### config.mk
export PLATFORM = sky130hd
export DESIGN_NAME = src_top
export DESIGN_NICKNAME = d
export VERILOG_FILES = /design/src/hdl/src_pkg.sv /design/src/hdl/src_top.sv
export SDC_FILE = /design/constraint.sdc
export NUM_CORES = 1
export LEC_CHECK = 0
export ABC_AREA = 1
export BUFFER_PORTS_ARGS = -buffer_cell sky130_fd_sc_hd__buf_4
export CORE_MARGIN = 2
export CORE_UTILIZATION = 33
export DETAILED_ROUTE_END_ITERATION = 16
export PLACE_DENSITY = 0.75
export SKIP_CTS_REPAIR_TIMING = 1
export SYNTH_ARGS = -nofsm -noshare
export SYNTH_HDL_FRONTEND = slang
export SYNTH_SLANG_ARGS = --single-unit
### constraint.sdc
create_clock -name core_clk -period 1.1 [get_ports core_clk]
set_input_delay 0.165 -clock core_clk [delete_from_list [all_inputs] [get_ports core_clk]]
set_output_delay 0.165 -clock core_clk [all_outputs]
set_load 0.05 [all_outputs]
### src/hdl/src_pkg.sv
// src_pkg: constants shared by the system reset controller.
// assumes a single 40 MHz core clock domain.
`default_nettype none
package src_pkg;
  // ---------------------------------------------------------------
  // reset source indices
  // ---------------------------------------------------------------
  localparam int unsigned NUM_SRC = 8;
  localparam int unsigned SRC_POR = 0;
  localparam int unsigned SRC_PIN = 1;
  localparam int unsigned SRC_CMP = 2;
  localparam int unsigned SRC_SW = 3;
  localparam int unsigned SRC_VMON = 4;
  localparam int unsigned SRC_WDT = 5;
  localparam int unsigned SRC_MCD = 6;
  localparam int unsigned SRC_FLASH = 7;
  localparam logic [7:0] SRC_NONE = 8'h00;
  // ---------------------------------------------------------------
  // reset and exit values
  // ---------------------------------------------------------------
  localparam logic [15:0] RESET_VECTOR = 16'h0000;
  localparam int unsigned PORT_W = 8;
  localparam logic [PORT_W-1:0] PORT_LATCH_RST = 8'hff;
  localparam logic [1:0] CLK_SEL_INT = 2'h0;
  // ---------------------------------------------------------------
  // sequencer states
  // ---------------------------------------------------------------
  typedef enum logic [1:0] {
    SRC_ST_RESET = 2'b01,
    SRC_ST_RUN = 2'b10
  } src_state_t;
endpackage
`default_nettype wire

### src/hdl/src_top.sv
// src_top: system reset controller, gathers reset sources and holds
// the rest of the chip in its default state until all are gone.
// assumes all request inputs are synchronous to core_clk.
`default_nettype none
module src_top (
  input wire logic core_clk,
  input wire logic rst,
  input wire logic por_req,
  input wire logic external_reset_pin_n_i,
  input wire logic cmp_req,
  input wire logic sw_req,
  input wire logic vmon_req,
  input wire logic wdt_req,
  input wire logic mcd_req,
  input wire logic flash_req,
  output logic external_reset_pin_n_o,
  output logic external_reset_pin_n_oe,
  output logic core_halt,
  output logic reg_default_load,
  output logic por_bits_load,
  output logic irq_timer_disable,
  output logic ram_reset,
  output logic [7:0] port_latch_force,
  output logic port_open_drain,
  output logic weak_pullup_en,
  output logic [15:0] pc_load_value,
  output logic pc_load,
  output logic [1:0] sysclk_sel,
  output logic wdt_enable_set,
  output logic [7:0] reset_cause
);
  // ---------------------------------------------------------------
  // request gathering
  // ---------------------------------------------------------------
  logic [7:0] req;
  logic any_req;
  logic drive_pin;
  src_pkg::src_state_t state_q, state_d;
  logic drive_q, drive_d;
  logic por_q, por_d;
  logic exit_q, exit_d;
  logic [7:0] cause_q, cause_d;
  logic in_reset;
  logic leave_now;
  logic enter_now;

  always_comb begin
    req = src_pkg::SRC_NONE;
    req[src_pkg::SRC_POR] = por_req;
    // own pin drive must not look like an external request
    req[src_pkg::SRC_PIN] = ~external_reset_pin_n_i & ~drive_q;
    req[src_pkg::SRC_CMP] = cmp_req;
    req[src_pkg::SRC_SW] = sw_req;
    req[src_pkg::SRC_VMON] = vmon_req;
    req[src_pkg::SRC_WDT] = wdt_req;
    req[src_pkg::SRC_MCD] = mcd_req;
    req[src_pkg::SRC_FLASH] = flash_req;
  end

  assign any_req = |req;
  assign drive_pin = req[src_pkg::SRC_POR] | req[src_pkg::SRC_VMON];

  // ---------------------------------------------------------------
  // sequencer state
  // ---------------------------------------------------------------
  assign in_reset = (state_q == src_pkg::SRC_ST_RESET);
  // leave only once all requests are gone
  assign leave_now = in_reset & ~any_req;
  assign enter_now = ~in_reset & any_req;

  always_comb begin
    state_d = state_q;
    case (state_q)
      src_pkg::SRC_ST_RESET: begin
        if (!any_req) begin
          state_d = src_pkg::SRC_ST_RUN;
        end
      end
      src_pkg::SRC_ST_RUN: begin
        if (any_req) begin
          state_d = src_pkg::SRC_ST_RESET;
        end
      end
      default: begin
        // an upset code falls back to the safe side
        state_d = src_pkg::SRC_ST_RESET;
      end
    endcase
  end

  always_ff @(posedge core_clk) begin
    if (rst) begin
      state_q <= src_pkg::SRC_ST_RESET;
    end else begin
      state_q <= state_d;
    end
  end

  // ---------------------------------------------------------------
  // reset pin drive
  // ---------------------------------------------------------------
  // sticky for the episode so a short por still holds the pin low
  always_comb begin
    drive_d = drive_q;
    if (leave_now) begin
      drive_d = 1'b0;
    end else if (in_reset) begin
      drive_d = drive_q | drive_pin;
    end else if (enter_now) begin
      drive_d = drive_pin;
    end
  end

  always_ff @(posedge core_clk) begin
    if (rst) begin
      drive_q <= 1'b0;
    end else begin
      drive_q <= drive_d;
    end
  end

  // ---------------------------------------------------------------
  // power-on episode marker
  // ---------------------------------------------------------------
  always_comb begin
    por_d = por_q;
    if (leave_now) begin
      por_d = 1'b0;
    end else if (in_reset) begin
      por_d = por_q | req[src_pkg::SRC_POR];
    end else if (enter_now) begin
      por_d = req[src_pkg::SRC_POR];
    end
  end

  always_ff @(posedge core_clk) begin
    if (rst) begin
      por_q <= 1'b0;
    end else begin
      por_q <= por_d;
    end
  end

  // ---------------------------------------------------------------
  // exit pulse
  // ---------------------------------------------------------------
  // one cycle wide so the core loads its vector only once
  always_comb begin
    exit_d = leave_now;
  end

  always_ff @(posedge core_clk) begin
    if (rst) begin
      exit_q <= 1'b0;
    end else begin
      exit_q <= exit_d;
    end
  end

  // ---------------------------------------------------------------
  // reset cause
  // ---------------------------------------------------------------
  // fresh mask per episode, then every later source is or-ed in
  always_comb begin
    cause_d = cause_q;
    if (enter_now) begin
      cause_d = req;
    end else if (in_reset & any_req) begin
      cause_d = cause_q | req;
    end
  end

  always_ff @(posedge core_clk) begin
    if (rst) begin
      cause_q <= src_pkg::SRC_NONE;
    end else begin
      cause_q <= cause_d;
    end
  end

  // ---------------------------------------------------------------
  // outputs to the rest of the chip
  // ---------------------------------------------------------------
  assign core_halt = in_reset;
  assign reg_default_load = in_reset;
  // por-only bits keep their value on other resets
  assign por_bits_load = in_reset & por_q;
  assign irq_timer_disable = in_reset;
  // ram has no reset path at all
  assign ram_reset = 1'b0;
  assign port_latch_force = in_reset ? src_pkg::PORT_LATCH_RST
                                     : src_pkg::SRC_NONE;
  assign port_open_drain = in_reset;
  assign weak_pullup_en = 1'b1;
  // pin is open-drain: only ever pulled low
  assign external_reset_pin_n_o = 1'b0;
  assign external_reset_pin_n_oe = drive_q;
  assign pc_load = exit_q;
  assign pc_load_value = src_pkg::RESET_VECTOR;
  assign sysclk_sel = src_pkg::CLK_SEL_INT;
  assign wdt_enable_set = exit_q;
  assign reset_cause = cause_q;
endmodule
`default_nettype wire

* Yosys cells after proc, flatten, opt, wreduce, memory -nomap -nowiden
Cells that the tools add are included.
Word-level totals: bits in registers 13, input port bits 10, output and inout port bits 45, word-level logic and storage cells 37
Operators by class: equality and inequality tests 4, muxes and demuxes 10, bitwise gates (word level) 13, reductions and logical operators 5
Operators by type and width (count):
- $mux 8 | 3
- $or 8x8->8 | 1
- $reduce_or 8->1 | 1
- $and 1x1->1 | 5
- $mux 1 | 4
- $mux 2 | 2
- $ne 2x2->1 const B | 2
- $not 1->1 | 4
- $pmux 2 s2 | 1
- $reduce_bool 2->1 | 2
- $or 1x1->1 | 3
- $eq 2x1->1 const B | 1
- $eq 2x2->1 const B | 1
- $reduce_and 2->1 | 1
- $reduce_or 2->1 | 1

* Depth between registers and ports, before layout
depth in word-level cells 6, depth in mapped cells 7, depth with buffers taken out 7

* Worst setup path after synthesis
Ideal clock, no wire load.
path type register -> output, start register state_q[0], end output port por_bits_load, arrival time 1.942 ns, required time 0.935 ns, setup slack -1.007 ns, stages on the path, launching flop included 5, buffers on the path 0, cell sequence dfxtp_1 -> inv_1 -> nor2_2 -> inv_1 -> nor2_1
Between the ends: cells in the longest elaborated chain, start to end 2
RTL lines:
- start, declared | line src_top.sv:38 | src_pkg::src_state_t state_q, state_d;
- start signal, assigned | line src_top.sv:93 | state_q <= src_pkg::SRC_ST_RESET;
- start signal, assigned | line src_top.sv:95 | state_q <= state_d;
- $eq 2x1->1 | line src_top.sv:66 | assign in_reset = (state_q == src_pkg::SRC_ST_RESET);
- net core_halt | line src_top.sv:18 | output logic core_halt,
- $and 1x1->1 | line src_top.sv:187 | assign por_bits_load = in_reset & por_q;
- end, declared | line src_top.sv:20 | output logic por_bits_load,
The timed path passes the listed nets, and every way through them passes these cells.

* Worst setup path in the final report
start register state_q[0], end output port port_open_drain
Between the ends: cells in the longest elaborated chain, start to end 1
RTL lines:
- $eq 2x1->1 | line src_top.sv:66
- end, declared | line src_top.sv:24 | output logic port_open_drain,
Every way passes these cells.

==> summary.md <==
| Metric | Value |
|---|---|
| Nets | 143 |
| Endpoint class of the critical path | output port |
| Die H | 52.3 um |
| Area Growth Syn to Fin | 38.3% |
| Crit path cell chain | inv_2, nor2_4, buf_12, buf_6 |
| Tot GR Track Use | 10.9% |
| Net Sw Frac | 40.9% |
| Main combinational cell family by area after synthesis | buffers and inverters |
| # IOs | 55 |
| Critical path's slowest cell | dfxtp_2 |
| Synth Warn # | 0 |
| WS Path Type | flip-flop to output port |
| Post-Syn Instances | 103 |
| Share of layout cells above drive strength 1 | 45.5% |
| N_diodes | 0 |
| Setup crit start kind | flip-flop |
| CTS root buf | clkbuf_4 |
| Htree depth | 1 |
| Site Rows | 17 |
| Busiest grt layer | met2 |
| Critical Path RT | 0.94 ns |
| WL final | 1480 um |
| Initial core utilization | 34.7% |
| Routing usage on met3 | 4.00% |
| Die footprint | 0.00273 mm^2 |
| Crit-path leading delay family | buffers and inverters |
| Sw Pwr | 506 uW |
| Sequential power share | 41.4% |
| Mux cell area share after synthesis | 0% |
| Finished Cell Area | 0.00106 mm^2 |
| Drt via density | 3.83 |
| Initial antenna violation count | 0 |
| Crit Path Max Fanout | 13 |
| Simple-Gate Fraction of Synth Area | 17.3% |
| RePlAce Congestion | 0.654 |
| Outcome | finished with violations |
| Starting DRT DRC Count | 14 |
| Leakage Power | 0.570 nW |
| Fmax | 779 MHz |
| Syn Area/Cell | 7.46 um^2 |
| Part of the power in the clock network | 24.7% |
| Buf/Inv on CP | 3 |
| GRT overflow | 0 |
| Met1 Usage GRT | 12.0% |
| CTS buffer count | 3 |
| Power per Cell Area | 1160 mW/mm^2 |
| #FFs+latches synth | 13 |
| Crit path time final | 1.28 ns |
| DP Worst Slack | -0.0309 ns |
| Post-synthesis sequential area ratio | 33.9% |
| CTS tree | yes |
| Arrival time at the worst endpoint | 1.12 ns |
| Sum Neg Setup Slack | -2.35 ns |
| Unique masters post-synth | 15 |
| Worst Hold Class | input pin to flip-flop |
| DRC Markers | 0 |
| Failing checks | negative setup slack |
| Chip width | 52.3 um |
| Via Count | 612 |
| CTS sink cnt | 13 |
| Area after DPL | 916 um^2 |
| Detail Route Antenna Nets | 0 |
| CORE AREA | 0.00221 mm^2 |
| HPWL after detailed placement | 1130 um |
| Fin. max-slew vios | 0 |
| Worst Clk Skew | 0.00447 ns |
| Max incr delay on CP | 0.33 ns |
| RSZ-0062 raised after global routing | true |
| Clk slew on worst S/H paths | 0.09 ns |
| Xor and xnor area share after synthesis | 0% |
| Max-Cap Viols | 0 |
| Fin util | 48.0% |
| Global-route wire length before repair | 2130 um |
| Drt first pass iters | 4 |
| Worst-skew pair later-pin latency | 0.28 ns |
| Tcrit/Tclk final | 117% |
| Most common cell after layout, fill and taps aside | buf_4 |
| Post-synthesis compound-gate area fraction | 7.65% |
| Grt met2 use | 18.6% |
| # setup viols final | 14 |
| Worst IR Drop VDD | 0.763 mV |
| Combinational share of power | 33.8% |
| Pint | 732 uW |
| Mapped cell area | 768 um^2 |
| Post-synthesis adder-cell area fraction | 0% |
| Most frequent cells in the layout | buf_4, conb_1, inv_1, nand2_1, buf_6 |
| Pin count of the biggest net entering global routing | 14 |
| IO Port Bufs | 33 |
| Average routed wire per standard cell | 9.22 um |
| Vias in the first global route | 496 |
| Final Hold Viols | 0 |
| CTS max path bufs | 2 |
| Setup slack after layout | -0.184 ns |
==> layout make-up <==
cell class | instances | area (um^2)
Timing Repair Buffer | 40 | 365
Inverter | 15 | 58.8
Sequential cell | 13 | 267
Tap cell | 28 | 35.0
Fill cell | 208 | 1150
Clock buffer | 4 | 26.3
Multi-Input combinational cell | 60 | 310
==> metal layers <==
| metal | part of all wire (%) | wire length [um] | up-vias |
|---|---|---|---|
| met3 | 8.3 | 123 | 0 |
| met1 | 39 | 569 | 267 |
| met5 | 0 | 0 | - |
| met4 | 0 | 0 | 0 |
| li1 | - | - | 313 |
| met2 | 53 | 782 | 32 |
==> flip-flops by register name (all words and copies together) (netlist names) <==
| signal | flops |
|---|---|
| pc_load | 1 |
| external_reset_pin_n_oe | 1 |
| state_q | 2 |
| reset_cause | 8 |
| por_q | 1 |
==> cell usage after synthesis, drive strengths merged <==
cell   instances  share of area, %
a21oi         11               7.7
buf           34                33
conb           2              0.98
dfxtp         13                34
inv           15               7.3
nand2         15               8.6
nand3          2               1.3
nand4          1              0.81
nor2           8               5.2
nor3           2               1.3
==> worst paths after layout <==
kind              depth (start not counted)  slack, ns                          end                   startpoint
hold / removal                            2       0.13  reset_cause[1]$_SDFFE_PP0P_                          rst
setup reg to reg                          7      -0.03           por_q$_SDFFE_PP0P_      state_q[0]$_SDFFE_PP1P_
setup / recovery                          4      -0.18              port_open_drain      state_q[0]$_SDFFE_PP1P_
hold reg to reg                           2       0.47  reset_cause[4]$_SDFFE_PP0P_  reset_cause[4]$_SDFFE_PP0P_
==> through the flow <==
step / std cells / hold slack, ns / total power [mW]
after floorplan: 122 / 0.294 / 0.896
after global placement: 152 / 0.421 / 0.922
after detailed placement: 152 / 0.424 / 0.926
after CTS: 156 / 0.124 / 1.22
after global routing: 160 / 0.139 / 1.28
final: 160 / 0.128 / 1.24
==> power groups by stage <==
stage | clock network [mW] | registers [mW] | logic [mW]
floorplan | 0 | 0.604 | 0.292
global route | 0.324 | 0.517 | 0.440
detailed placement | 0 | 0.522 | 0.403
global placement | 0 | 0.523 | 0.399
finish | 0.306 | 0.513 | 0.418
CTS | 0.308 | 0.512 | 0.404
==> kinds of logic (layout without fill, tap and decap cells) <==
| group | after synthesis | after routing |
|---|---|---|
| AO/OA/AOI/OAI | 11 | 11 |
| other | 2 | 21 |
| AND/OR/NAND/NOR | 28 | 28 |
| buffers and inverters | 49 | 59 |
| flip-flops | 13 | 13 |
(Power assumes the default switching activity.)
